<file path="src/p1pc_pkg.sv">
// Constants, types and register map for the port 1 pin control block
// Overview of operation
// - Direction bit 1 makes its pin an output, 0 makes it an input.
// - Direction and latch bits drive a pin only while it is general I/O; direction 1 still blocks the pull-up on interrupt inputs.
// - Reset clears every direction bit, so all pins start as inputs.
// - Direction register is write-only and always reads as all ones.
// - Pull-up on only with direction 0 and enable 1; outputs never pulled.
// - Reset clears the pull-up enable register, all pull-ups off.
// - Reset loads function select with 04: general I/O, fixed pattern.
// - Select bit 7 makes pin 7 the interrupt c and trigger input.
// - Select bits 6 and 5 make pins 6, 5 interrupt inputs b and a.
// - Select bit 4 makes pin 4 drive the pulse-width output.
// - Select bit 0 makes pin 0 drive the timer clock output.
// - Select bits 3 and 1 read 0, bit 2 reads 1, writes ignored.
// - Pins 3 to 1 follow only their own direction bits.
// - Pins float in reset and standby, hold in sleep, subsleep and watch, else run.
// - In standby a pin with pull-up on shows a high level.
// - Interrupt inputs sense rising or falling; trigger also both edges.
// - Port read gives latch for pins with direction bit 1, pin level for the rest, whatever the select bits.
package p1pc_pkg;

   localparam int ADDR_W = 8;
   localparam int PORT_W = 8;

   // Register byte addresses
   localparam logic [7:0] OFS_LATCH = 8'h00;
   localparam logic [7:0] OFS_DIR   = 8'h04;
   localparam logic [7:0] OFS_PUE   = 8'h08;
   localparam logic [7:0] OFS_FSEL  = 8'h0C;
   localparam logic [7:0] OFS_EDGE  = 8'h10;
   localparam logic [7:0] OFS_MODE  = 8'h14;

   // Reset values and fixed fields
   localparam logic [7:0] RST_LATCH  = 8'h00;
   localparam logic [7:0] RST_DIR    = 8'h00;
   localparam logic [7:0] RST_PUE    = 8'h00;
   localparam logic [7:0] RST_FSEL   = 8'h04;
   localparam logic [7:0] FSEL_WMASK = 8'hF1;
   localparam logic [7:0] FSEL_FIXED = 8'h04;
   localparam logic [7:0] DIR_RDVAL  = 8'hFF;
   localparam logic [4:0] RST_EDGE   = 5'h00;

   // Function select and edge field positions
   localparam int FS_IRQC = 7;
   localparam int FS_IRQB = 6;
   localparam int FS_IRQA = 5;
   localparam int FS_PWM  = 4;
   localparam int FS_TMO  = 0;
   localparam int EG_TRIG = 3;

   // Trigger edge modes
   localparam logic [1:0] TRG_FALL = 2'h0;
   localparam logic [1:0] TRG_RISE = 2'h1;

   // Operating mode codes
   localparam logic [2:0] MD_ACTIVE = 3'h0;
   localparam logic [2:0] MD_SUBACT = 3'h1;
   localparam logic [2:0] MD_SLEEP  = 3'h2;
   localparam logic [2:0] MD_SUBSLP = 3'h3;
   localparam logic [2:0] MD_WATCH  = 3'h4;
   localparam logic [2:0] MD_STBY   = 3'h5;
   localparam logic [2:0] RST_MODE  = 3'h0;

   typedef struct packed {
      logic [7:0] out;
      logic [7:0] oe;
      logic [7:0] pu;
   } p1pc_pins_s;

endpackage

</file>
<file path="src/p1pc_port.sv">
// Port 1 pin control with APB register access
//
// Added by the designer: register access over APB and the placing of the registers.
`timescale 1ns/10ps
module p1pc_port (
   // Clock and reset
   input  wire logic                          CLK,
   input  wire logic                          SRST,
   // APB slave
   input  wire logic                          PSEL,
   input  wire logic                          PENABLE,
   input  wire logic                          PWRITE,
   input  wire logic [p1pc_pkg::ADDR_W-1:0]   PADDR,
   input  wire logic [31:0]                   PWDATA,
   input  wire logic [3:0]                    PSTRB,
   output logic      [31:0]                   PRDATA,
   output logic                               PREADY,
   output logic                               PSLVERR,
   // Pins
   input  wire logic [p1pc_pkg::PORT_W-1:0]   PIN_IN,
   output p1pc_pkg::p1pc_pins_s               PINS,
   // Alternate functions
   input  wire logic                          PWM_IN,
   input  wire logic                          TMR_CLK_IN,
   output logic      [2:0]                    IRQ_EV,
   output logic                               TRIG_EV
);

   function automatic logic is_run(input logic [2:0] m);
      is_run = (m == p1pc_pkg::MD_ACTIVE) || (m == p1pc_pkg::MD_SUBACT)
               || (m > p1pc_pkg::MD_STBY);
   endfunction

   function automatic logic is_stby(input logic [2:0] m);
      is_stby = (m == p1pc_pkg::MD_STBY);
   endfunction

   logic [7:0]  latch_q, latch_d;
   logic [7:0]  dir_q, dir_d;
   logic [7:0]  pue_q, pue_d;
   logic [7:0]  fsel_q, fsel_d;
   logic [4:0]  edge_q, edge_d;
   logic [2:0]  mode_q, mode_d;
   logic [31:0] rdata_q, rdata_d;
   logic        err_q, err_d;
   logic [7:0]  fsel_rd;
   logic [7:0]  port_rd;
   logic        wr_en;
   logic        setup;
   logic        hit;

   assign setup  = PSEL & ~PENABLE;
   assign wr_en  = PSEL & PENABLE & PWRITE & PSTRB[0];
   assign PREADY = 1'b1;
   assign PRDATA = rdata_q;
   assign PSLVERR = err_q;

   // Reserved bits forced on read
   assign fsel_rd = (fsel_q & p1pc_pkg::FSEL_WMASK)
                    | p1pc_pkg::FSEL_FIXED;

   // Synchroniser: s1 feeds only s2
   logic [7:0] s1_q, s2_q, s3_q, lvl_q, lvl_d, prev_q;

   assign lvl_d = (s2_q == s3_q) ? s2_q : lvl_q;

   always_ff @(posedge CLK) begin
      if (SRST) begin
         s1_q   <= 8'h00;
         s2_q   <= 8'h00;
         s3_q   <= 8'h00;
         lvl_q  <= 8'h00;
         prev_q <= 8'h00;
      end else begin
         s1_q   <= PIN_IN;
         s2_q   <= s1_q;
         s3_q   <= s2_q;
         lvl_q  <= lvl_d;
         prev_q <= lvl_q;
      end
   end

   // Latch bits where the direction bit is 1, filtered level otherwise
   assign port_rd = (latch_q & dir_q) | (lvl_q & ~dir_q);

   always_comb begin
      latch_d = latch_q;
      dir_d   = dir_q;
      pue_d   = pue_q;
      fsel_d  = fsel_q;
      edge_d  = edge_q;
      mode_d  = mode_q;
      if (wr_en) begin
         unique case (PADDR)
            p1pc_pkg::OFS_LATCH: latch_d = PWDATA[7:0];
            p1pc_pkg::OFS_DIR:   dir_d   = PWDATA[7:0];
            p1pc_pkg::OFS_PUE:   pue_d   = PWDATA[7:0];
            p1pc_pkg::OFS_FSEL:  fsel_d  = PWDATA[7:0]
                                 & p1pc_pkg::FSEL_WMASK;
            p1pc_pkg::OFS_EDGE:  edge_d  = PWDATA[4:0];
            p1pc_pkg::OFS_MODE:  mode_d  = PWDATA[2:0];
            default: ;
         endcase
      end
   end

   // Read data staged in setup so the access phase needs no wait
   always_comb begin
      rdata_d = 32'h0000_0000;
      hit     = 1'b1;
      unique case (PADDR)
         p1pc_pkg::OFS_LATCH: rdata_d[7:0] = port_rd;
         p1pc_pkg::OFS_DIR:   rdata_d[7:0] = p1pc_pkg::DIR_RDVAL;
         p1pc_pkg::OFS_PUE:   rdata_d[7:0] = pue_q;
         p1pc_pkg::OFS_FSEL:  rdata_d[7:0] = fsel_rd;
         p1pc_pkg::OFS_EDGE:  rdata_d[4:0] = edge_q;
         p1pc_pkg::OFS_MODE:  rdata_d[2:0] = mode_q;
         default:             hit = 1'b0;
      endcase
      if (!setup) begin
         rdata_d = rdata_q;
      end
      err_d = setup ? ~hit : err_q;
   end

   always_ff @(posedge CLK) begin
      if (SRST) begin
         latch_q <= p1pc_pkg::RST_LATCH;
         dir_q   <= p1pc_pkg::RST_DIR;
         pue_q   <= p1pc_pkg::RST_PUE;
         fsel_q  <= p1pc_pkg::RST_FSEL;
         edge_q  <= p1pc_pkg::RST_EDGE;
         mode_q  <= p1pc_pkg::RST_MODE;
         rdata_q <= 32'h0000_0000;
         err_q   <= 1'b0;
      end else begin
         latch_q <= latch_d;
         dir_q   <= dir_d;
         pue_q   <= pue_d;
         fsel_q  <= fsel_d;
         edge_q  <= edge_d;
         mode_q  <= mode_d;
         rdata_q <= rdata_d;
         err_q   <= err_d;
      end
   end

   // Pin drive
   logic [7:0] alt_in, alt_out, alt_val;
   logic [7:0] oe_q, oe_d, out_q, out_d, pu_q, pu_d;

   assign alt_in  = {fsel_q[p1pc_pkg::FS_IRQC], fsel_q[p1pc_pkg::FS_IRQB],
                     fsel_q[p1pc_pkg::FS_IRQA], 5'h00};
   assign alt_out = {3'h0, fsel_q[p1pc_pkg::FS_PWM], 3'h0,
                     fsel_q[p1pc_pkg::FS_TMO]};
   assign alt_val = {3'h0, PWM_IN, 3'h0, TMR_CLK_IN};

   always_comb begin
      oe_d  = oe_q;
      out_d = out_q;
      pu_d  = pu_q;
      // Sleep, subsleep and watch freeze the pins
      if (is_run(mode_q) || is_stby(mode_q)) begin
         pu_d  = pue_q & ~dir_q & ~alt_out;
         oe_d  = (dir_q & ~alt_in & ~alt_out) | alt_out;
         out_d = (alt_out & alt_val)
                 | (~alt_out & latch_q);
      end
      if (is_stby(mode_q)) begin
         oe_d = 8'h00;
      end
   end

   always_ff @(posedge CLK) begin
      if (SRST) begin
         oe_q  <= 8'h00;
         out_q <= 8'h00;
         pu_q  <= 8'h00;
      end else begin
         oe_q  <= oe_d;
         out_q <= out_d;
         pu_q  <= pu_d;
      end
   end

   assign PINS.oe  = oe_q;
   assign PINS.out = out_q;
   assign PINS.pu  = pu_q;

   // Edge sensing on the filtered level
   logic [7:0] rise, fall;
   logic [2:0] irq_d, irq_q;
   logic       trg_d, trg_q;

   assign rise = lvl_q & ~prev_q;
   assign fall = ~lvl_q & prev_q;

   always_comb begin
      for (int k = 0; k < 3; k++) begin
         irq_d[k] = alt_in[k+5] & (edge_q[k] ? rise[k+5] : fall[k+5]);
      end
      unique case (edge_q[p1pc_pkg::EG_TRIG +: 2])
         p1pc_pkg::TRG_FALL: trg_d = fall[7];
         p1pc_pkg::TRG_RISE: trg_d = rise[7];
         default:            trg_d = rise[7] | fall[7];
      endcase
      trg_d = trg_d & alt_in[7];
   end

   always_ff @(posedge CLK) begin
      if (SRST) begin
         irq_q <= 3'h0;
         trg_q <= 1'b0;
      end else begin
         irq_q <= irq_d;
         trg_q <= trg_d;
      end
   end

   assign IRQ_EV  = irq_q;
   assign TRIG_EV = trg_q;

   logic run_m;
   assign run_m = is_run(mode_q);
endmodule

</file>
<file path="config.mk">
export PLATFORM = sky130hd
export DESIGN_NAME = p1pc_port
export DESIGN_NICKNAME = d
export VERILOG_FILES = /design/src/p1pc_pkg.sv /design/src/p1pc_port.sv
export SDC_FILE = /design/constraint.sdc
export NUM_CORES = 1
export LEC_CHECK = 0
export BUFFER_PORTS_ARGS = -buffer_cell sky130_fd_sc_hd__buf_2
export CAP_MARGIN = 20
export CORE_MARGIN = 3
export CORE_UTILIZATION = 46
export DETAILED_ROUTE_END_ITERATION = 6
export GPL_TIMING_DRIVEN = 0
export PLACE_DENSITY = 0.79
export SLEW_MARGIN = 20
export SYNTH_ARGS = -nofsm -noshare
export SYNTH_HDL_FRONTEND = slang
export SYNTH_SLANG_ARGS = --single-unit
export TNS_END_PERCENT = 100
</file>
<file path="constraint.sdc">
create_clock -name CLK -period 2.2 [get_ports CLK]
set_input_delay 0.55 -clock CLK [delete_from_list [all_inputs] [get_ports CLK]]
set_output_delay 0.55 -clock CLK [all_outputs]
set_load 0.05 [all_outputs]
</file>
After elaboration in Yosys (flattened, before gate mapping)

Cells that the tools add are included.

Logic and storage cells: 79
Register bits: 115
Input port bits: 59

Mux-type cells: 8
Equal/unequal tests: 9
Bitwise operators: 29
Order comparisons: 1
Reduce and logical (&&, ||, !) cells: 14

Operator list:

| cell                                                            | number |
|---|---|
| 8-bit AND                                                       | 9 |
| 8-bit inverter                                                  | 4 |
| 3-bit one-hot mux with 6 select lines                           | 1 |
| 8-bit by 4-bit == test with 1-bit output, second input constant | 2 |
| 8-bit by 5-bit == test with 1-bit output, second input constant | 2 |
| 3-bit one-hot mux with 4 select lines                           | 1 |
| 2-bit AND reduction                                             | 6 |
| 2-bit one-hot mux with 5 select lines                           | 1 |
| 1-bit AND                                                       | 8 |
| 8-bit by 3-bit == test with 1-bit output, second input constant | 1 |
| 8-bit == test                                                   | 1 |
| 8-bit zero test                                                 | 1 |
| 5-bit inverter with 8-bit output                                | 1 |
| 5-bit by 8-bit bitwise OR with 8-bit output                     | 1 |
| 8-bit by 5-bit bitwise OR with 8-bit output                     | 1 |
| 8-bit bitwise OR                                                | 1 |
| 6-bit OR reduction                                              | 1 |
| 5-bit AND                                                       | 1 |
| 1-bit two-way mux                                               | 4 |
| 3-bit by 1-bit == test with 1-bit output, second input constant | 1 |
| 3-bit == test, second input constant                            | 1 |
| 3-bit greater-than comparator, second input constant            | 1 |
| 3-bit zero test                                                 | 1 |
| 1-bit logical OR                                                | 3 |
| 6 further kinds                                                 | 7 |

Depth between registers and ports, before layout

Depth after elaboration: 5
Gate-level depth with buffers: 6
Depth with buffers taken out: 5

Least setup slack after synthesis

OpenSTA, ideal clock, no wires.

Kind: input-to-reg
Start: input PADDR[1] in the netlist's numbering
End: register latch_q[0]
Stages on the path: 6
Library setup time: 0.072 ns
Slack: 0.173 ns
Path buffers: 2
Arrival time: 1.956 ns
Path through: or4_1 buf_2 nor4b_4 and2_1 buf_4 mux2i_1

Longest elaborated chain between the ends: 2

Ends and longest elaborated chain:

| what                          | RTL line         | text |
|---|---|---|
| start: declaration            | p1pc_port.sv:13  | `input wire logic [p1pc_pkg::ADDR_W-1:0] PADDR,` |
| 8-bit zero test               | p1pc_port.sv:94  | `unique case (PADDR)` |
| 2-bit AND reduction (no line) | -                |  |
| end signal: assignment        | p1pc_port.sv:128 | `latch_q <= p1pc_pkg::RST_LATCH;` |
| end signal: assignment        | p1pc_port.sv:137 | `latch_q <= latch_d;` |
| end: declaration              | p1pc_port.sv:38  | `logic [7:0] latch_q, latch_d;` |

Every way passes these cells.
A chain may end at the register's enable or synchronous reset.

Final worst setup path

Ends and elaborated chain as after synthesis.

==> metrics <==
Placeable Area=9420 um2; Tcrit/Tclk final=0.887; Peak Freq=0.513 GHz; hold buffer count at CTS=0; clock skew=0.0101 ns; Hold Crit Start=PIN_IN[3]; Netlist Area Pre-Place=4550 um2; Most Frequent Cell on Critical Path=buf_2; H-tree depth=3; minimum clock period=1.95 ns; worst min-delay path class=primary input to flip-flop; remaining antenna violation count=0; layout cell share with drive strength beyond 1=0.222; Antenna Cells=0; Slowest Stage Delay on Critical Path=0.51 ns; R2R Setup Slk=0.32 ns; sequential share of the synthesized area=0.479; vias post-DR=3567; crit end category=flip-flop; Total Routing Usage GR=0.194; TritonCTS clock tree=done; cell family with most CP delay=simple AND/OR/NAND/NOR gates; DRT iter0 DRCs=207; Die ar.=11100 um2; critical path class=primary input to flip-flop; TritonCTS buffer count=9; Hold Path Sink=s1_q[3]$_SDFF_PP0_; Mapped Avg Cell Area=9.75 um2; Leakage=0.00240 uW; Hold Path Cell Cnt=2; area used by multi-input combinational logic=2160 um2; max-cap check violation count=0; crit path DAT=2.25 ns; Synth Flop Type=dfxtp_1; Placed Instances=684; Skew-Pair Late Insertion Delay=0.37 ns; number of synthesized flops with an enable pin=0; fillcell total=886; # setup viols final=0; synth warn=0; placed inst area=5130 um2; # clock sinks=109; post-DP HPWL=8240 um; clock buffer depth=2; first-pass GRT wire length=17100 um; status=finished, final reports clean; DRC viols=0; Nets=627; clock-pin slew on the worst setup and hold paths=0.09 ns; synth unique cells=47; total grt overflow=0; DRT Wirelength=10800 um; final instance area=5330 um2; antenna violations before repair=0; pwr/cell area=677 nW/um2; Vias/cell=5.10; Crit Reg-Reg Endpoint=out_q[6]$_SDFFE_PP0P_; Final Total Pwr=3610 uW; CP max stage cell=or4_1; Buffers on Ports=65; final hold slack=0.385 ns; Slew @ Worst Pin=0.727 ns; Synth Instances=467; Synth Register Bits=109; io pins=121; drt pass-1 iters=6; Critical path buffers and inverters=3; root buffer cell=clkbuf_8; post-CTS setup buffer count=0; most common cell in the synthesized netlist=dfxtp_1; cell taking the most area after synthesis=dfxtp_1; # rows=35; Final Max Tran Viols=0; Non-Filler Instances=700; worst relative slew slack=0.512; P&R area growth vs syn=17.1%; die height=106 um; Sequential Area=2180 um2; CP required=2.50 ns; CP Launch Type=primary input; peak supply drop=359 uV; post-synth top area share=0.479; crit path cell chain=buf_2, or4_1, buf_2, nor4b_4, and2_1, buf_4, mux2i_1; post-CTS sizing=0; R2R depth=5; Fin. Hold Viols=0; Die Wd=106 um; largest cells by area after synthesis=dfxtp_1 (48%), mux2i_1 (11%), nand2b_1 (5.5%); largest net degree at the start of global routing=19; crit-path max FO=8; R2R Path Start=mode_q[1]$_SDFFE_PP0P_; GPL Wtd Cong=0.876; Initial Util=0.484; Critical Path Stages=7; most instantiated cells after synthesis=dfxtp_1 (109), mux2i_1 (51), nand2b_1 (40), nor2b_1 (35), nor2_1 (34); ys async rst share=0; RSZ-0062 raised after global routing=no; setup tns final=0 ns; wire per inst=15.4 um; vias in the first global route=3337
[layout make-up]
class                   count  area share
repair buffers             65      0.0610
clock buffers              10      0.0258
well taps                 129      0.0303
flip-flops and latches    109       0.409
plain buffers              49      0.0537
inverters                   4     0.00281
clock inverters             6      0.0129
multi-input cells         328       0.404
[sequential cells by signal, summed over array words and instances (netlist names), 5 cells and up]
register and count:
PRDATA 8, dir_q 8, latch_q 8, lvl_q 8, oe_q 8, out_q 8
pu_q 8, pue_q 8, s1_q 8, s2_q 8, s3_q 8, edge_q 5
fsel_q 5
[through the flow]
| stage | setup WS, ns | util |
|---|---|---|
| after global routing | 0.123 | 0.567 |
| after detailed placement | -0.122 | 0.545 |
| after floorplan | 0.173 | - |
| after global placement | -0.0916 | 0.545 |
| final | 0.249 | 0.567 |
| after CTS | 0.254 | 0.567 |
[kinds of logic (layout without fill, tap and decap cells)]
| kind of cell | Yosys count | count (layout) | share of synthesized area |
|---|---|---|---|
| AO/OA/AOI/OAI | 60 | 60 | 0.0857 |
| XOR/XNOR | 8 | 8 | 0.0154 |
| adder cells (fa/ha/maj) | 2 | 2 | 0.00549 |
| AND/OR/NAND/NOR | 171 | 171 | 0.207 |
| buffers and inverters | 53 | 134 | 0.0662 |
| flip-flops | 109 | 109 | 0.479 |
| multiplexers | 62 | 62 | 0.139 |
| other | 2 | 25 | 0.00165 |
[worst max-delay path by stage]
| stage | startpoint | endpoint | slack (ns) |
|---|---|---|---|
| after detailed placement | PADDR[1] | latch_q[2]$_SDFFE_PP0P_ | -0.12 |
| after global routing | PADDR[1] | PRDATA[7]$_SDFFE_PP0P_ | 0.12 |
| after global placement | PADDR[1] | latch_q[0]$_SDFFE_PP0P_ | -0.09 |
| after CTS | PADDR[1] | latch_q[2]$_SDFFE_PP0P_ | 0.25 |
| final | PADDR[1] | latch_q[0]$_SDFFE_PP0P_ | 0.25 |
| after floorplan | PADDR[1] | latch_q[0]$_SDFFE_PP0P_ | 0.17 |
[report_power, final]
group,switching (uW),internal [uW]
clock,675,566
combinational,241,118
sequential,12.9,2000
total,928,2680
[layer usage]
layer,global-route usage,part of all wire
met1,0.239,0.42
met2,0.342,0.49
met3,0.0441,0.078
met4,0.0490,0.0088
met5,0,0
[placed cells by master (no fill, tap or decap), types with 8 or more instances in the layout]
| master | synthesis | routed |
|---|---|---|
| dfxtp_1 | 109 | 109 |
| mux2_2 | 11 | 11 |
| nand2b_1 | 40 | 40 |
| mux2i_1 | 51 | 51 |
| clkbuf_8 | 0 | 10 |
| clkbuf_1 | 20 | 20 |
| nor2b_1 | 35 | 35 |
| nand2_1 | 29 | 29 |
| xor2_1 | 8 | 8 |
| a21oi_1 | 26 | 26 |
| conb_1 | 2 | 25 |
| nor2_1 | 34 | 34 |
| buf_2 | 1 | 66 |
| buf_4 | 27 | 27 |
| nand3b_1 | 8 | 8 |
Note: power is estimated with default switching activity, not from simulation.
